[src/hdl/cci_defines.svh]
`ifndef CCI_DEFINES_SVH
`define CCI_DEFINES_SVH

// register indices; byte address is four times the index
`define CCI_IDX_POINTS 6'h00
`define CCI_IDX_CFG_STAT 6'h0d

// configuration and status bit positions
`define CCI_BIT_CONFIGURED 0
`define CCI_BIT_FORCE_ERR 1
`define CCI_BIT_AUX_FAIL 8
`define CCI_BIT_GF_ATTN_EN 9
`define CCI_BIT_GND_FAULT 10

// undefined status bits 2-5 and 11-15 read high
`define CCI_STAT_ONES 16'hf83c
`define CCI_RESET_CFG 1'b0

// timing
`define CCI_CLK_PERIOD_NS 8
`define CCI_TICK_NS 1000000
`define CCI_REJECT_MS 3
`define CCI_ACCEPT_MS 7
`define CCI_WDOG_MS 100
`define CCI_TICK_CYCLES ((`CCI_TICK_NS + `CCI_CLK_PERIOD_NS - 1) / `CCI_CLK_PERIOD_NS)
`define CCI_SETTLE_TICKS (`CCI_REJECT_MS + 2)
`define CCI_WDOG_CYCLES ((`CCI_WDOG_MS * `CCI_TICK_NS) / `CCI_CLK_PERIOD_NS)

`endif

[src/hdl/cci_pkg.sv]
package cci_pkg;
  typedef logic [31:0] cci_word_t;

  typedef struct packed {
    logic cfg;
    logic force_err;
    logic gf_en;
    logic gnd;
    logic aux;
    logic wd_to;
    logic seen;
    logic ack;
    logic err;
    logic attn;
    logic int_led;
    logic comm_led;
    logic [15:0] pts;
    logic [15:0][2:0] cnt;
    logic [16:0] tick;
    logic [31:0] wd;
    logic [31:0] dat;
  } cci_state_t;
endpackage : cci_pkg

[src/hdl/cci_config_status.sv]
// Decided for this implementation: the Wishbone interface to the registers.
`timescale 1ns/1ps
`include "cci_defines.svh"

module cci_config_status #(
  parameter int CHANNELS = 16,
  parameter int ADR_W = 8,
  parameter int TICK_CYCLES = `CCI_TICK_CYCLES,
  parameter int SETTLE_TICKS = `CCI_SETTLE_TICKS,
  parameter int WDOG_CYCLES = `CCI_WDOG_CYCLES
) (
  // clock and reset
  input wire logic clk_i,
  input wire logic rst_n_i,
  // wishbone slave
  input wire logic wb_cyc_i,
  input wire logic wb_stb_i,
  input wire logic wb_we_i,
  input wire logic [ADR_W-1:0] wb_adr_i,
  input wire logic [3:0] wb_sel_i,
  input wire cci_pkg::cci_word_t wb_dat_i,
  output cci_pkg::cci_word_t wb_dat_o,
  output logic wb_ack_o,
  output logic wb_err_o,
  // field monitors
  input wire logic [15:0] contact_i,
  input wire logic aux_fail_i,
  input wire logic gnd_fault_i,
  // indicators and attention
  output logic attention_o,
  output logic comm_led_o,
  output logic ext_fault_led_o,
  output logic int_fault_led_o,
  output logic [15:0] channel_point_indicators_o
);
  import cci_pkg::*;

  if (CHANNELS != 16 || ADR_W < 8 || TICK_CYCLES < 1 || TICK_CYCLES > 131071 ||
      SETTLE_TICKS < 1 || SETTLE_TICKS > 7 || WDOG_CYCLES < 2) begin : g_bad_param
    $error("cci_config_status: unsupported parameter value");
  end

  function automatic logic hits(input logic [ADR_W-1:0] adr, input logic [5:0] idx);
    hits = (adr[1:0] == 2'h0) && (adr[ADR_W-1:2] == {{(ADR_W-8){1'b0}}, idx});
  endfunction : hits

  cci_state_t st_reg;
  cci_state_t st_next;
  logic req;
  logic hit_cfg;
  logic hit_pts;
  logic [15:0] status_word;

  assign req = wb_cyc_i && wb_stb_i && !st_reg.ack && !st_reg.err;
  assign hit_cfg = hits(wb_adr_i, `CCI_IDX_CFG_STAT);
  assign hit_pts = hits(wb_adr_i, `CCI_IDX_POINTS);

  always_comb begin
    status_word = `CCI_STAT_ONES;
    status_word[`CCI_BIT_CONFIGURED] = st_reg.cfg;
    status_word[`CCI_BIT_FORCE_ERR] = st_reg.force_err;
    status_word[`CCI_BIT_AUX_FAIL] = st_reg.aux;
    status_word[`CCI_BIT_GF_ATTN_EN] = st_reg.gf_en;
    status_word[`CCI_BIT_GND_FAULT] = st_reg.gnd;
  end

  always_comb begin
    st_next = st_reg;
    st_next.ack = 1'b0;
    st_next.err = 1'b0;
    st_next.gnd = gnd_fault_i;
    st_next.aux = aux_fail_i;

    // contact filter on a shared millisecond tick
    if (st_reg.tick >= 17'(TICK_CYCLES - 1)) begin
      st_next.tick = 17'h00000;
    end else begin
      st_next.tick = st_reg.tick + 17'h00001;
    end
    for (int i = 0; i < 16; i++) begin
      if (contact_i[i] == st_reg.pts[i]) begin
        st_next.cnt[i] = 3'h0;
      end else if (st_reg.tick == 17'h00000) begin
        if (st_reg.cnt[i] >= 3'(SETTLE_TICKS - 1)) begin
          st_next.pts[i] = contact_i[i];
          st_next.cnt[i] = 3'h0;
        end else begin
          st_next.cnt[i] = st_reg.cnt[i] + 3'h1;
        end
      end
    end

    // communication watchdog
    if (req) begin
      st_next.wd = 32'h00000000;
      st_next.wd_to = 1'b0;
      st_next.seen = 1'b1;
    end else if (st_reg.wd >= 32'(WDOG_CYCLES - 1)) begin
      st_next.wd_to = 1'b1;
    end else begin
      st_next.wd = st_reg.wd + 32'h00000001;
    end

    // bus answers one cycle after the request
    if (req) begin
      st_next.dat = 32'h00000000;
      if (hit_cfg) begin
        st_next.ack = 1'b1;
        if (wb_we_i) begin
          if (wb_sel_i[0]) begin
            st_next.cfg = wb_dat_i[`CCI_BIT_CONFIGURED];
            st_next.force_err = wb_dat_i[`CCI_BIT_FORCE_ERR];
          end
          if (wb_sel_i[1]) begin
            st_next.gf_en = wb_dat_i[`CCI_BIT_GF_ATTN_EN];
          end
        end else begin
          st_next.dat = {16'h0000, status_word};
        end
      end else if (hit_pts && !wb_we_i) begin
        if (st_reg.attn) begin
          st_next.err = 1'b1;
        end else begin
          st_next.ack = 1'b1;
          st_next.dat = {16'h0000, st_reg.pts};
        end
      end else begin
        st_next.err = 1'b1;
      end
    end

    st_next.int_led = st_reg.force_err || st_reg.aux || st_reg.wd_to;
    st_next.attn = !st_reg.cfg || st_reg.force_err || st_reg.aux || st_reg.wd_to ||
      (st_reg.gf_en && st_reg.gnd);
    st_next.comm_led = st_reg.seen && !st_reg.wd_to;
  end

  always_ff @(posedge clk_i or negedge rst_n_i) begin
    if (!rst_n_i) begin
      st_reg <= '0;
      st_reg.cfg <= `CCI_RESET_CFG;
      st_reg.attn <= 1'b1;
    end else begin
      st_reg <= st_next;
    end
  end

  assign wb_dat_o = st_reg.dat;
  assign wb_ack_o = st_reg.ack;
  assign wb_err_o = st_reg.err;
  assign attention_o = st_reg.attn;
  assign comm_led_o = st_reg.comm_led;
  assign ext_fault_led_o = st_reg.gnd;
  assign int_fault_led_o = st_reg.int_led;
  assign channel_point_indicators_o = st_reg.pts;

  // status read returns stored bits, fixed ones and zeros
  a_status_read: assert property (@(posedge clk_i) disable iff (!rst_n_i)
    (req && hit_cfg && !wb_we_i) |=> wb_ack_o && wb_dat_o[5:2] == 4'hf &&
      wb_dat_o[15:11] == 5'h1f && wb_dat_o[7:6] == 2'h0 && wb_dat_o[31:16] == 16'h0000 &&
      wb_dat_o[1:0] == {$past(st_reg.force_err), $past(st_reg.cfg)})
    else $error("status word content wrong");

  a_cfg_write_bits: assert property (@(posedge clk_i) disable iff (!rst_n_i)
    (req && hit_cfg && wb_we_i && wb_sel_i[1:0] == 2'h3) |=>
      st_reg.cfg == $past(wb_dat_i[0]) && st_reg.force_err == $past(wb_dat_i[1]) &&
      st_reg.gf_en == $past(wb_dat_i[9]))
    else $error("configuration write not stored");

  a_unconf_attn: assert property (@(posedge clk_i) disable iff (!rst_n_i)
    !st_reg.cfg |=> attention_o)
    else $error("unconfigured without attention");

  a_gnd_led: assert property (@(posedge clk_i) disable iff (!rst_n_i)
    gnd_fault_i |=> ext_fault_led_o)
    else $error("external fault indicator wrong");

  a_gf_blocks: assert property (@(posedge clk_i) disable iff (!rst_n_i)
    (st_reg.gf_en && st_reg.gnd) |=> attention_o)
    else $error("ground fault did not raise attention");

  a_pts_refused: assert property (@(posedge clk_i) disable iff (!rst_n_i)
    (req && hit_pts && !wb_we_i && st_reg.attn) |=> wb_err_o && !wb_ack_o)
    else $error("point data delivered under attention");

  a_gf_masked: assert property (@(posedge clk_i) disable iff (!rst_n_i)
    (!st_reg.gf_en && st_reg.cfg && !st_reg.force_err && !st_reg.aux && !st_reg.wd_to)
      |=> !attention_o)
    else $error("masked ground fault raised attention");

  a_int_fault: assert property (@(posedge clk_i) disable iff (!rst_n_i)
    (st_reg.force_err || st_reg.aux) |=> int_fault_led_o && attention_o)
    else $error("internal fault not indicated");

  a_wdog_restart: assert property (@(posedge clk_i) disable iff (!rst_n_i)
    req |=> st_reg.wd == 32'h00000000 && !st_reg.wd_to ##1 comm_led_o)
    else $error("watchdog not restarted by access");

  a_pts_settle: assert property (@(posedge clk_i) disable iff (!rst_n_i)
    $changed(st_reg.pts) |-> $past(st_reg.tick) == 17'h00000)
    else $error("point changed off the filter tick");

  a_one_answer: assert property (@(posedge clk_i) disable iff (!rst_n_i)
    wb_ack_o || wb_err_o |=> !wb_ack_o && !wb_err_o)
    else $error("answer held longer than one cycle");

  // point reads refused until the module is configured
  a_unconf_refuse: assert property (@(posedge clk_i) disable iff (!rst_n_i)
    (req && hit_pts && !wb_we_i && !st_reg.cfg)
      |=> wb_err_o && !wb_ack_o)
    else $error("point data delivered while unconfigured");

  a_force_attn: assert property (@(posedge clk_i) disable iff (!rst_n_i)
    st_reg.force_err
      |=> attention_o)
    else $error("forced error without attention");

  a_aux_status: assert property (@(posedge clk_i) disable iff (!rst_n_i)
    (req && hit_cfg && !wb_we_i)
      |=> wb_dat_o[8] == $past(st_reg.aux))
    else $error("auxiliary failure bit wrong");

  a_gf_en_status: assert property (@(posedge clk_i) disable iff (!rst_n_i)
    (req && hit_cfg && !wb_we_i)
      |=> wb_dat_o[9] == $past(st_reg.gf_en))
    else $error("ground fault enable bit wrong");

  a_gnd_status: assert property (@(posedge clk_i) disable iff (!rst_n_i)
    (req && hit_cfg && !wb_we_i)
      |=> wb_dat_o[10] == $past(st_reg.gnd))
    else $error("ground fault bit wrong");

  a_pts_deliver: assert property (@(posedge clk_i) disable iff (!rst_n_i)
    (req && hit_pts && !wb_we_i && !st_reg.attn)
      |=> wb_ack_o && wb_dat_o[15:0] == $past(st_reg.pts))
    else $error("point data not delivered");

  a_bad_index: assert property (@(posedge clk_i) disable iff (!rst_n_i)
    (req && !hit_cfg && !hit_pts)
      |=> wb_err_o && !wb_ack_o)
    else $error("unmapped access not refused");

  a_cfg_acked: assert property (@(posedge clk_i) disable iff (!rst_n_i)
    (req && hit_cfg)
      |=> wb_ack_o && !wb_err_o)
    else $error("status index access not acknowledged");

  a_write_no_data: assert property (@(posedge clk_i) disable iff (!rst_n_i)
    (req && wb_we_i)
      |=> wb_dat_o == 32'h00000000)
    else $error("write returned data");

  a_wdog_timeout: assert property (@(posedge clk_i) disable iff (!rst_n_i)
    st_reg.wd_to
      |=> int_fault_led_o && attention_o)
    else $error("watchdog timeout not indicated");

  a_comm_off: assert property (@(posedge clk_i) disable iff (!rst_n_i)
    st_reg.wd_to
      |=> !comm_led_o)
    else $error("comms indicator lit after timeout");

  a_bounce_reset: assert property (@(posedge clk_i) disable iff (!rst_n_i)
    (contact_i[0] == st_reg.pts[0])
      |=> st_reg.cnt[0] == 3'h0)
    else $error("filter count kept after bounce");

  a_pts_accept: assert property (@(posedge clk_i) disable iff (!rst_n_i)
    (st_reg.tick == 17'h00000 && st_reg.cnt[0] == 3'(SETTLE_TICKS - 1) && contact_i[0] != st_reg.pts[0])
      |=> channel_point_indicators_o[0] == $past(contact_i[0]))
    else $error("settled contact not accepted");

  a_fixed_bits: assert property (@(posedge clk_i) disable iff (!rst_n_i)
    (req && hit_cfg && !wb_we_i)
      |=> wb_dat_o[15:11] == 5'h1f && wb_dat_o[5:2] == 4'hf)
    else $error("undefined status bits not high");

endmodule : cci_config_status

[config.mk]
export PLATFORM = sky130hd
export DESIGN_NAME = cci_config_status
export DESIGN_NICKNAME = d
export VERILOG_FILES = /design/src/hdl/cci_pkg.sv /design/src/hdl/cci_config_status.sv
export VERILOG_INCLUDE_DIRS = /design/src /design/src/hdl
export SDC_FILE = /design/constraint.sdc
export NUM_CORES = 1
export LEC_CHECK = 0
export ABC_AREA = 1
export BUFFER_PORTS_ARGS = -buffer_cell sky130_fd_sc_hd__buf_2
export CAP_MARGIN = 20
export CORE_MARGIN = 3
export CORE_UTILIZATION = 40
export CTS_BUF_LIST = sky130_fd_sc_hd__clkbuf_4
export DETAILED_ROUTE_END_ITERATION = 6
export PLACE_DENSITY = 0.68
export SKIP_LAST_GASP = 1
export SYNTH_ARGS = -nofsm -noshare
export SYNTH_HDL_FRONTEND = slang
export SYNTH_SLANG_ARGS = --single-unit
[constraint.sdc]
create_clock -name clk_i -period 1.7 [get_ports clk_i]
set_input_delay 0.425 -clock clk_i [delete_from_list [all_inputs] [get_ports clk_i]]
set_output_delay 0.425 -clock clk_i [all_outputs]
set_load 0.01 [all_outputs]
==> flow_metrics.tcl, run 1 <==
set metrics [dict create \
    status "finished clean" \
    worst-path-max-fanout 6 \
    drt_wl_total_microns 19000 \
    dp.cells 1354 \
    cts_tree "yes" \
    critical_path_class "reg2reg" \
    yosys.cell_count.top_type "nand2_1" \
    grt_max_degree 56 \
    core_area_sq_um 19700 \
    async_reset_ff_share_pct 100 \
    ys_seq_area_share_pct 43.6 \
    fin_crit_ns 1.69 \
    grt.overflow.total 0 \
    cts_buffers 17 \
    min_to "st_reg[155]$_DFFE_PN0P_" \
    ioPinCount 121 \
    crit_buf_inv 4 \
    wl_per_cell_microns 13.5 \
    holdPathStages 3 \
    slowest_delay_ns 0.43 \
    die_h_microns 148 \
    clk_latency_ns 0.55 \
    gp_congestion 0.898 \
    drive_gt1_share_pct 20.4 \
    grt_pass1_wl_microns 30200 \
    worstPathRequired_ns 2.14 \
    start_util_pct 41.2 \
    io_buffers 73 \
    setup_viol 0 \
    stdcell_count 1410 \
    rows 51 \
    vdd_drop_max_v 0.000428 \
    fin_util_pct 48.5 \
    critPathArrivalTime_ns 2.13 \
    setup_slack_ns 0.00611 \
    synth_edf_count 0 \
    synth_area_per_cell_sq_um 7.89 \
    clock_path_buffers 2 \
    synthToLayoutAreaGrowth_pct 17.9 \
    grt_pass1_vias 6267 \
    globalRoute.busiestLayer "met2" \
    antenna_found_initial 1 \
    hold_violations 0 \
    fp.dieArea_sq_um 22000 \
    hpwlAfterDp_microns 13100 \
    timing.fmax_mhz 590 \
    cpMaxStageDelayCell "dfrtp_1" \
    clock_sinks 141 \
    dieWidth_microns 148 \
    cts_root_buffer "clkbuf_4" \
    final-max-slew-violation-count 0 \
    routed_via_density 4.87 \
    largest_reg_flops 103 \
    ys_warn_count 0 \
    crit_path_cell_trace "inv_1 -> ha_2 -> buf_4 -> nand3_4 -> nor3_4 -> buf_6 -> nand2_8 -> clkbuf_16 -> nand3_1 -> o21ai_1" \
    vias 6862 \
    hp-class "in2reg" \
    grtUsageMet3_pct 3.63 \
    clock_skew_ns 0.0263 \
    fin_nets 1232 \
    use_met1_pct 23.3 \
    rr_worst_depth 10 \
    finalCritPeriodShare_pct 99.6 \
    ys_ff_latch 141 \
    power.density_nw_per_um2 642 \
    netlist_top_cells_count "nand2_1 (223), nand3_1 (147), dfrtp_1 (140)" \
    whs_ns 0.109 \
    netlist-cell-type-count 36 \
    cp_top_family "buffers and inverters" \
    reg2reg_from "st_reg[64]$_DFF_PN0_" \
    rsz0062_at_grt "true" \
    synth_area_leaders "dfrtp_1 (43%), nand2_1 (10%), nand3_1 (9.1%), ha_1 (5.4%), nor2_1 (5.2%)" \
    synthFlopType "dfrtp_1" \
    drtIter0Drc 310 \
    cts.htree.levels 4 \
    ant_nets 0 \
    end_kind "flop" \
    synth_top_area_share_pct 43.3 \
    use_met2_pct 27.1 \
    path_clk_slew_ns 0.12 \
    maxCapViolations 0 \
    crit_path_start_kind "flop" \
    gr-usage-all-layers_pct 16.8 \
    hp-start "wb_dat_i[1]" \
    yosysTopAreaCell "dfrtp_1" \
    syn_area_sq_um 8090 \
    drcViolationCount 0 \
    worstReg2RegEnd "st_reg[106]$_DFFE_PN0P_" \
    dr.pass1.iters 4 \
    cellLeakagePower_nw 4.61 \
    rrSetupSlack_ns 0.006 \
    syn_inst 1025 \
    dp_slack_ns -0.00260 \
]
## kinds of logic after synthesis
kind of cell	Yosys count	share of synthesized area (%)
and+or+nand+nor	554	30.7
buffers and inverters	189	11.8
DFF	141	43.6
AOI/OAI and AO/OA	66	4.24
xor gates and xnor gates	39	4.22
adders and majority gates	35	5.41
other	1	0.0463
## worst max path at each step
stage,startpoint,to,depth (start not counted)
3_5_place_dp,wb_adr_i[3],wb_dat_o[2]$_DFFE_PN0P_,8
3_3_place_gp,wb_adr_i[3],wb_dat_o[2]$_DFFE_PN0P_,8
4_1_cts,attention_o$_DFF_PN1_,attention_o,1
5_1_grt,st_reg[64]$_DFF_PN0_,channel_point_indicators_o[0]$_DFFE_PN0P_,10
6_report,st_reg[64]$_DFF_PN0_,st_reg[106]$_DFFE_PN0P_,10
2_1_floorplan,st_reg[32]$_DFFE_PN0P_,st_reg[46]$_DFFE_PN0P_,11
## placed cells by master (no fill, tap or decap), drive strengths merged, types with 14 or more instances in the layout
| cell type | n |
|---|---|
| dfrtp | 140 |
| conb | 16 |
| nor2 | 124 |
| xor2 | 31 |
| nand2 | 228 |
| nand4 | 30 |
| clkbuf | 24 |
| nor3 | 14 |
| ha | 35 |
| a21oi | 14 |
| nand3 | 147 |
| buf | 137 |
| o21ai | 46 |
| inv | 117 |
## timing repair
action | CTS | global route
gates cloned | 0 | 6
hold endpoints to repair | 143 | 0
buffers inserted | 0 | 13
setup endpoints to repair | 7 | 93
resized for setup | 7 | 46
pin swaps | 0 | 16
hold buffers | 3 | 0
## per-stage QoR
stage               TNS (ns)  power, W  cell area, sq um
global route           -3.45   0.00644              9540
global placement           0   0.00408              8840
detailed placement  -0.00260   0.00410              8840
floorplan                  0   0.00387              8150
finish                     0   0.00612              9540
CTS                        0   0.00619              9150
## worst register-to-register path: stages, from the launching register on
cell and delay, ns:
dfrtp_1 0.43, inv_1 0.07, ha_2 0.17, buf_4 0.12, nand3_4 0.06, nor3_4 0.21, buf_6 0.17, nand2_8 0.08
clkbuf_16 0.17, nand3_1 0.06, o21ai_1 0.06
## where the power goes
group / internal, W / switching, W / total, W
sequential: 0.00343 / 0.0000642 / 0.00350
clock: 0.000791 / 0.00129 / 0.00208
combinational: 0.000207 / 0.000339 / 0.000546
## area by class of cell
cell class,instances,area [sq um]
diodes,2,5.00
clock buffers,20,150
clock inverters,12,116
fillers,1926,10100
inverters,115,438
multi-input cells,711,3810
flip-flops and latches,141,3540
well taps,265,332
repair buffers,144,1150
## metal layers
metal | up-vias | share of wire (%)
met4 | 0 | 0.98
met3 | 15 | 4.0
met5 | - | 0
met2 | 129 | 49
met1 | 3281 | 46
li1 | 3437 | -
No activity file was read; power rests on OpenSTA's default activity.
==> run 2: changes to the inputs <==
--- a/config.mk
+++ b/config.mk
@@ -10,10 +10,11 @@
 export BUFFER_PORTS_ARGS = -buffer_cell sky130_fd_sc_hd__buf_2
 export CAP_MARGIN = 20
 export CORE_MARGIN = 3
-export CORE_UTILIZATION = 40
+export CORE_UTILIZATION = 35
 export CTS_BUF_LIST = sky130_fd_sc_hd__clkbuf_4
 export DETAILED_ROUTE_END_ITERATION = 6
-export PLACE_DENSITY = 0.68
+export PLACE_DENSITY = 0.62
+export REMOVE_ABC_BUFFERS = 1
 export SKIP_LAST_GASP = 1
 export SYNTH_ARGS = -nofsm -noshare
 export SYNTH_HDL_FRONTEND = slang
==> run 2 against run 1 <==
Critical path depth down 9. Utilization down 6.0 points. Largest power group unchanged. Highest routed layer is now met5. Sequential power about the same. Combinational power rose by 4%. Final area increased by 1.2%.
==> flow_metrics.tcl, run 2 (synthesized netlist as in run 1, its figures left out) <==
set metrics [dict create \
    finalCritPeriodShare_pct 97.4 \
    final-max-slew-violation-count 0 \
    wl_per_cell_microns 13.6 \
    grt_pass1_vias 6510 \
    timing.fmax_mhz 604 \
    routed_via_density 4.74 \
    grt.overflow.total 0 \
    power.density_nw_per_um2 674 \
    cts_buffers 17 \
    dpl-instance-area_sq_um 8910 \
    grt_pass1_wl_microns 31800 \
    setup_viol 0 \
    path_clk_slew_ns 0.13 \
    hold_violations 0 \
    vdd_drop_max_v 0.000360 \
    ioPinCount 121 \
    slowest_delay_ns 0.58 \
    drive_gt1_share_pct 19.7 \
    fin_nets 1239 \
    fp.dieArea_sq_um 25000 \
    drt_wl_total_microns 19500 \
    die_h_microns 158 \
    maxCapViolations 0 \
    fin_util_pct 42.5 \
    clock_path_buffers 2 \
    rsz0062_at_grt "true" \
    layout_commonest_cell "nand2_1" \
    hp-class "in2reg" \
    clock_skew_ns 0.0200 \
    clock_sinks 141 \
    critPathArrivalTime_ns 1.23 \
    clk_latency_ns 0.56 \
    critical_path_class "reg2out" \
    status "finished clean" \
    cellLeakagePower_nw 4.69 \
    start_util_pct 35.6 \
    gp_congestion 0.841 \
    crit_path_cell_trace "buf_6" \
    synthToLayoutAreaGrowth_pct 19.3 \
    worstPathRequired_ns 1.27 \
    core_area_sq_um 22700 \
    cp_top_family "flip-flops" \
    mostFrequentLayoutCells "nand2_1 (217), nand3_1 (143), dfrtp_1 (138)" \
    crit_buf_inv 1 \
    ant_nets 0 \
    gr-usage-all-layers_pct 15.7 \
    dieWidth_microns 158 \
    crit_path_start_kind "flop" \
    final_cell_area_sq_um 9650 \
    worst-path-max-fanout 2 \
    io_buffers 73 \
    cts_tree "yes" \
    cts_root_buffer "clkbuf_4" \
    cpMaxStageDelayCell "dfstp_2" \
    fin_crit_ns 1.66 \
    vias 6809 \
    grt_max_degree 53 \
    hpwlAfterDp_microns 13400 \
    largest_reg_flops 103 \
    dr.pass1.iters 4 \
    drtIter0Drc 489 \
    rows 55 \
    end_kind "output port" \
    cts.htree.levels 4 \
    drcViolationCount 0 \
    fillCellCount 2264 \
    antenna_found_initial 2 \
]
## run 2: cell count changes in the layout (fill, tap and decap cells not counted), moves of 5 or more
cell	previous run	this run
dfrtp_1	130	138
dfrtp_2	10	2
nand3_1	138	143
buf_4	48	57
clkinv_1	2	7
## run 2: timing repair
action / CTS / global route
pin swaps: 1 / 15
setup endpoints to repair: 9 / 102
gates resized for setup: 3 / 37
hold endpoints to repair: 24 / 0
hold buffers: 3 / 0
cloned: 1 / 6
buffers inserted: 3 / 10
## run 2: worst register-to-register path: stages, from the launching register on
cell     delay, ns
dfrtp_1       0.42
inv_1         0.06
ha_1          0.16
nand3_1       0.13
nor3_4        0.21
buf_12        0.15
buf_12        0.16
nand3_1       0.15
o21ai_1       0.15
## run 2: path summary, 6_finish.rpt
| path | startpoint | to | slack (ns) | cells past startpoint |
|---|---|---|---|---|
| hold / removal | contact_i[7] | channel_point_indicators_o[7]$_DFFE_PN0P_ | 0.12 | 3 |
| setup / recovery | attention_o$_DFF_PN1_ | attention_o | 0.04 | 1 |
| hold reg to reg | st_reg[150]$_DFFE_PN0P_ | st_reg[150]$_DFFE_PN0P_ | 0.46 | 2 |
| max in group asynchronous | rst_n_i | channel_point_indicators_o[0]$_DFFE_PN0P_ | 0.82 | 3 |
| setup reg to reg | st_reg[65]$_DFF_PN0_ | st_reg[128]$_DFFE_PN0P_ | 0.04 | 8 |
| min in group asynchronous | rst_n_i | channel_point_indicators_o[1]$_DFFE_PN0P_ | 0.30 | 2 |
## run 2: final cells by class
class                   instances  area, sq um  share of cell area [%]
multi-input cells             711         3800                    39.4
well taps                     285          357                    3.69
clock buffers                  18          135                    1.40
flip-flops and latches        141         3530                    36.6
clock inverters                14          174                    1.80
repair buffers                151         1210                    12.6
diodes                          1         2.50                  0.0259
inverters                     115          434                    4.50
## run 2: metal layers
| metal | global-route usage [%] | up-vias | wire length, microns |
|---|---|---|---|
| met3 | 3.34 | 26 | 746 |
| met5 | 0 | - | 7 |
| met1 | 21.5 | 3213 | 9140 |
| li1 | - | 3445 | - |
| met4 | 4.30 | 2 | 300 |
| met2 | 25.2 | 123 | 9290 |
## run 2: where the power goes
group | switching (W) | internal [W] | leakage [nW]
Combinational | 0.000338 | 0.000228 | 2.71
Clock | 0.00127 | 0.00116 | 0.154
Sequential | 0.0000778 | 0.00343 | 1.82
Total | 0.00168 | 0.00482 | 4.69
## run 2: metrics by stage
step / hold WS, ns / instances / TNS [ns] / setup slack (ns) / total power, W
floorplan: 0.129 / 966 / -75.63 / -1.25 / 0.00379
global placement: 0.305 / 1380 / 0 / 0.0455 / 0.00408
detailed placement: 0.307 / 1380 / 0 / 0.0163 / 0.00409
CTS: 0.0802 / 1419 / -0.00591 / -0.00462 / 0.00653
global route: 0.0923 / 1436 / -0.508 / -0.0360 / 0.00679
finish: 0.117 / 1436 / 0 / 0.0443 / 0.00650
==> run 3: changes to the inputs <==
--- a/config.mk
+++ b/config.mk
@@ -6,14 +6,13 @@
 export SDC_FILE = /design/constraint.sdc
 export NUM_CORES = 1
 export LEC_CHECK = 0
-export ABC_AREA = 1
 export BUFFER_PORTS_ARGS = -buffer_cell sky130_fd_sc_hd__buf_2
 export CAP_MARGIN = 20
 export CORE_MARGIN = 3
 export CORE_UTILIZATION = 35
 export CTS_BUF_LIST = sky130_fd_sc_hd__clkbuf_4
 export DETAILED_ROUTE_END_ITERATION = 6
-export PLACE_DENSITY = 0.62
+export PLACE_DENSITY = 0.63
 export REMOVE_ABC_BUFFERS = 1
 export SKIP_LAST_GASP = 1
 export SYNTH_ARGS = -nofsm -noshare
==> run 3 against run 2 <==
The flow now finishes with violations (setup timing). Clock power barely moved. Worst hold slack worse by 0.0072 ns. Die area down 8.5%. Wire length decreased by 7.5%. Maximum frequency fell by 18%. Utilization is 4.6 points higher. Area after synthesis decreased by 8.9%. Synthesized cell count decreased by 26%. Largest power group unchanged.
==> flow_metrics.tcl, run 3 <==
set metrics [dict create \
    hp-class "in2reg" \
    synth_top_area_share_pct 47.5 \
    layout_commonest_cell "dfrtp_1" \
    cts_root_buffer "clkbuf_4" \
    vias 5828 \
    crit_path_cell_trace "a21boi_0 -> nand4_2 -> or3_4 -> or4_4 -> a21oi_2" \
    cpMaxStageDelayCell "dfrtp_1" \
    clock_skew_ns 0.0211 \
    status "finished, violations left" \
    timing.fmax_mhz 497 \
    drcViolationCount 0 \
    ys_seq_area_share_pct 47.9 \
    synthToLayoutAreaGrowth_pct 30.9 \
    gp_congestion 0.774 \
    drt_wl_total_microns 18000 \
    end_kind "flop" \
    clk_latency_ns 0.56 \
    setup_viol 91 \
    synth_edf_count 0 \
    fp.dieArea_sq_um 22800 \
    mostFrequentLayoutCells "dfrtp_1 (139), nand2_1 (87), buf_4 (82)" \
    vdd_drop_max_v 0.000529 \
    synthFlopType "dfrtp_1" \
    syn_inst 759 \
    netlist-cell-type-count 55 \
    die_h_microns 151 \
    synth_area_per_cell_sq_um 9.71 \
    ant_nets 0 \
    ys_warn_count 0 \
    async_reset_ff_share_pct 100 \
    clock_sinks 141 \
    core_area_sq_um 20500 \
    crit_path_start_kind "flop" \
    path_clk_slew_ns 0.12 \
    grt_pass1_wl_microns 29200 \
    yosysTopAreaCell "dfrtp_1" \
    routed_via_density 4.89 \
    drive_gt1_share_pct 36.7 \
    seq_area_sq_um 3530 \
    yosys.cell_count.top_type "dfrtp_1" \
    drtIter0Drc 294 \
    dp_slack_ns -0.373 \
    dieWidth_microns 151 \
    fillCellCount 1859 \
    dr.pass1.iters 4 \
    ys_ff_latch 141 \
    grt_pass1_vias 5737 \
    cts_tree "yes" \
    critical_path_class "reg2reg" \
    fin_crit_ns 2.01 \
    clock_path_buffers 2 \
    syn_area_sq_um 7370 \
    multi_input_area_sq_um 3730 \
    setup_slack_ns -0.314 \
    critPathArrivalTime_ns 2.51 \
    dp.cells 1139 \
    maxCapViolations 0 \
    rsz0062_at_grt "true" \
    antenna_found_initial 0 \
    finalCritPeriodShare_pct 118 \
    largest_reg_flops 103 \
    grt_max_degree 43 \
    synth_area_leaders "dfrtp_1 (48%), ha_1 (5.9%), nand2_1 (5.2%), buf_4 (4.9%), a21oi_1 (4.8%)" \
    rrSetupSlack_ns -0.31 \
    cts_buffers 17 \
    ioPinCount 121 \
    wl_per_cell_microns 15.1 \
    violations "setup timing" \
    worst-path-max-fanout 6 \
    io_buffers 73 \
    rows 52 \
    gr-usage-all-layers_pct 16.3 \
    start_util_pct 36.0 \
    final-max-slew-violation-count 0 \
    cellLeakagePower_nw 4.30 \
    power.density_nw_per_um2 686 \
    netlist_top_cells_count "dfrtp_1 (140), nand2_1 (102), a21oi_1 (70)" \
    slowest_delay_ns 0.49 \
    hpwlAfterDp_microns 11500 \
    grt.overflow.total 0 \
    stdcell_count 1191 \
    hold_violations 0 \
    worstPathRequired_ns 2.19 \
    cts.htree.levels 4 \
    fin_nets 1009 \
]
-- run 3: changes by cell type after synthesis, sizes merged, moves of 23 or more --
| cell | change |
|---|---|
| nand2 | -125 |
| nand3 | -123 |
| nor2 | -77 |
| inv | -75 |
| a21oi | +56 |
| nand3b | +29 |
| or3 | +27 |
| o21ai | -26 |
| xor2 | -23 |
-- run 3: critical path, delay by kind of cell (launching register included) --
kind               cells  cell delay, ns
AOI/OAI and AO/OA      2            0.42
DFF                    1            0.49
and+or+nand+nor        3            1.05
-- run 3: per-layer routing --
layer | wire (microns) | part of all wire [%] | GRT usage [%]
met5 | 0 | 0 | 0
met4 | 359 | 2.0 | 4.94
met3 | 683 | 3.8 | 3.50
met2 | 8780 | 49 | 26.3
met1 | 8200 | 46 | 22.0
-- run 3: where the power goes --
part / internal [W] / leakage, nW / switching, W
combinational: 0.000284 / 2.25 / 0.000378
clock: 0.00118 / 0.171 / 0.00123
sequential: 0.00345 / 1.88 / 0.000100
total: 0.00491 / 4.30 / 0.00171
-- run 3: cell type report --
class | instances | share of cell area, %
Multi-Input combinational cell | 519 | 38.6
Clock inverter | 13 | 1.79
Antenna cell | 1 | 0.0259
Clock buffer | 19 | 1.48
Tap cell | 270 | 3.50
Timing Repair Buffer | 190 | 16.5
Inverter | 38 | 1.48
Sequential cell | 141 | 36.6
-- run 3: kinds of logic (layout without fill, tap and decap cells) --
family,count (synthesis),in the layout,synth area share (%)
adder cells (fa/ha/maj),35,35,5.94
XOR/XNOR,33,33,3.92
multiplexers,21,21,3.17
AO/OA/AOI/OAI,114,114,8.77
buffers and inverters,114,260,8.43
other,1,17,0.0509
AND/OR/NAND/NOR,300,300,21.8
flip-flops,141,141,47.9
-- run 3: worst paths after layout --
path / endpoint / cells after the start / start
worst max-delay path: st_reg[53]$_DFFE_PN0P_ / 5 / st_reg[41]$_DFFE_PN0P_
worst min-delay path: channel_point_indicators_o[14]$_DFFE_PN0P_ / 2 / contact_i[14]
worst max register to register: st_reg[53]$_DFFE_PN0P_ / 5 / st_reg[41]$_DFFE_PN0P_
worst min register to register: st_reg[150]$_DFFE_PN0P_ / 1 / st_reg[150]$_DFFE_PN0P_
max in group asynchronous: attention_o$_DFF_PN1_ / 3 / rst_n_i
min in group asynchronous: st_reg[122]$_DFFE_PN0P_ / 2 / rst_n_i
-- run 3: metrics by stage --
stage	util (%)	total power (W)	cell area (sq um)	setup TNS (ns)	hold WS (ns)
2_1_floorplan	-	0.00384	6950	-83.34	0.129
3_3_place_gp	41.6	0.00420	8530	-26.39	0.346
3_5_place_dp	41.6	0.00421	8530	-27.25	0.348
4_1_cts	45.4	0.00665	9310	-18.12	0.0630
5_1_grt	47.1	0.00694	9650	-25.91	0.0634
6_report	47.1	0.00663	9650	-16.49	0.109
-- run 3: repair_timing --
item	CTS	global route
endpoints found under the setup margin	93	114
pin swaps	32	34
cloned	7	1
hold buffers	3	0
gates resized for setup	44	91
endpoints found under the hold margin	33	0
buffers inserted	7	2
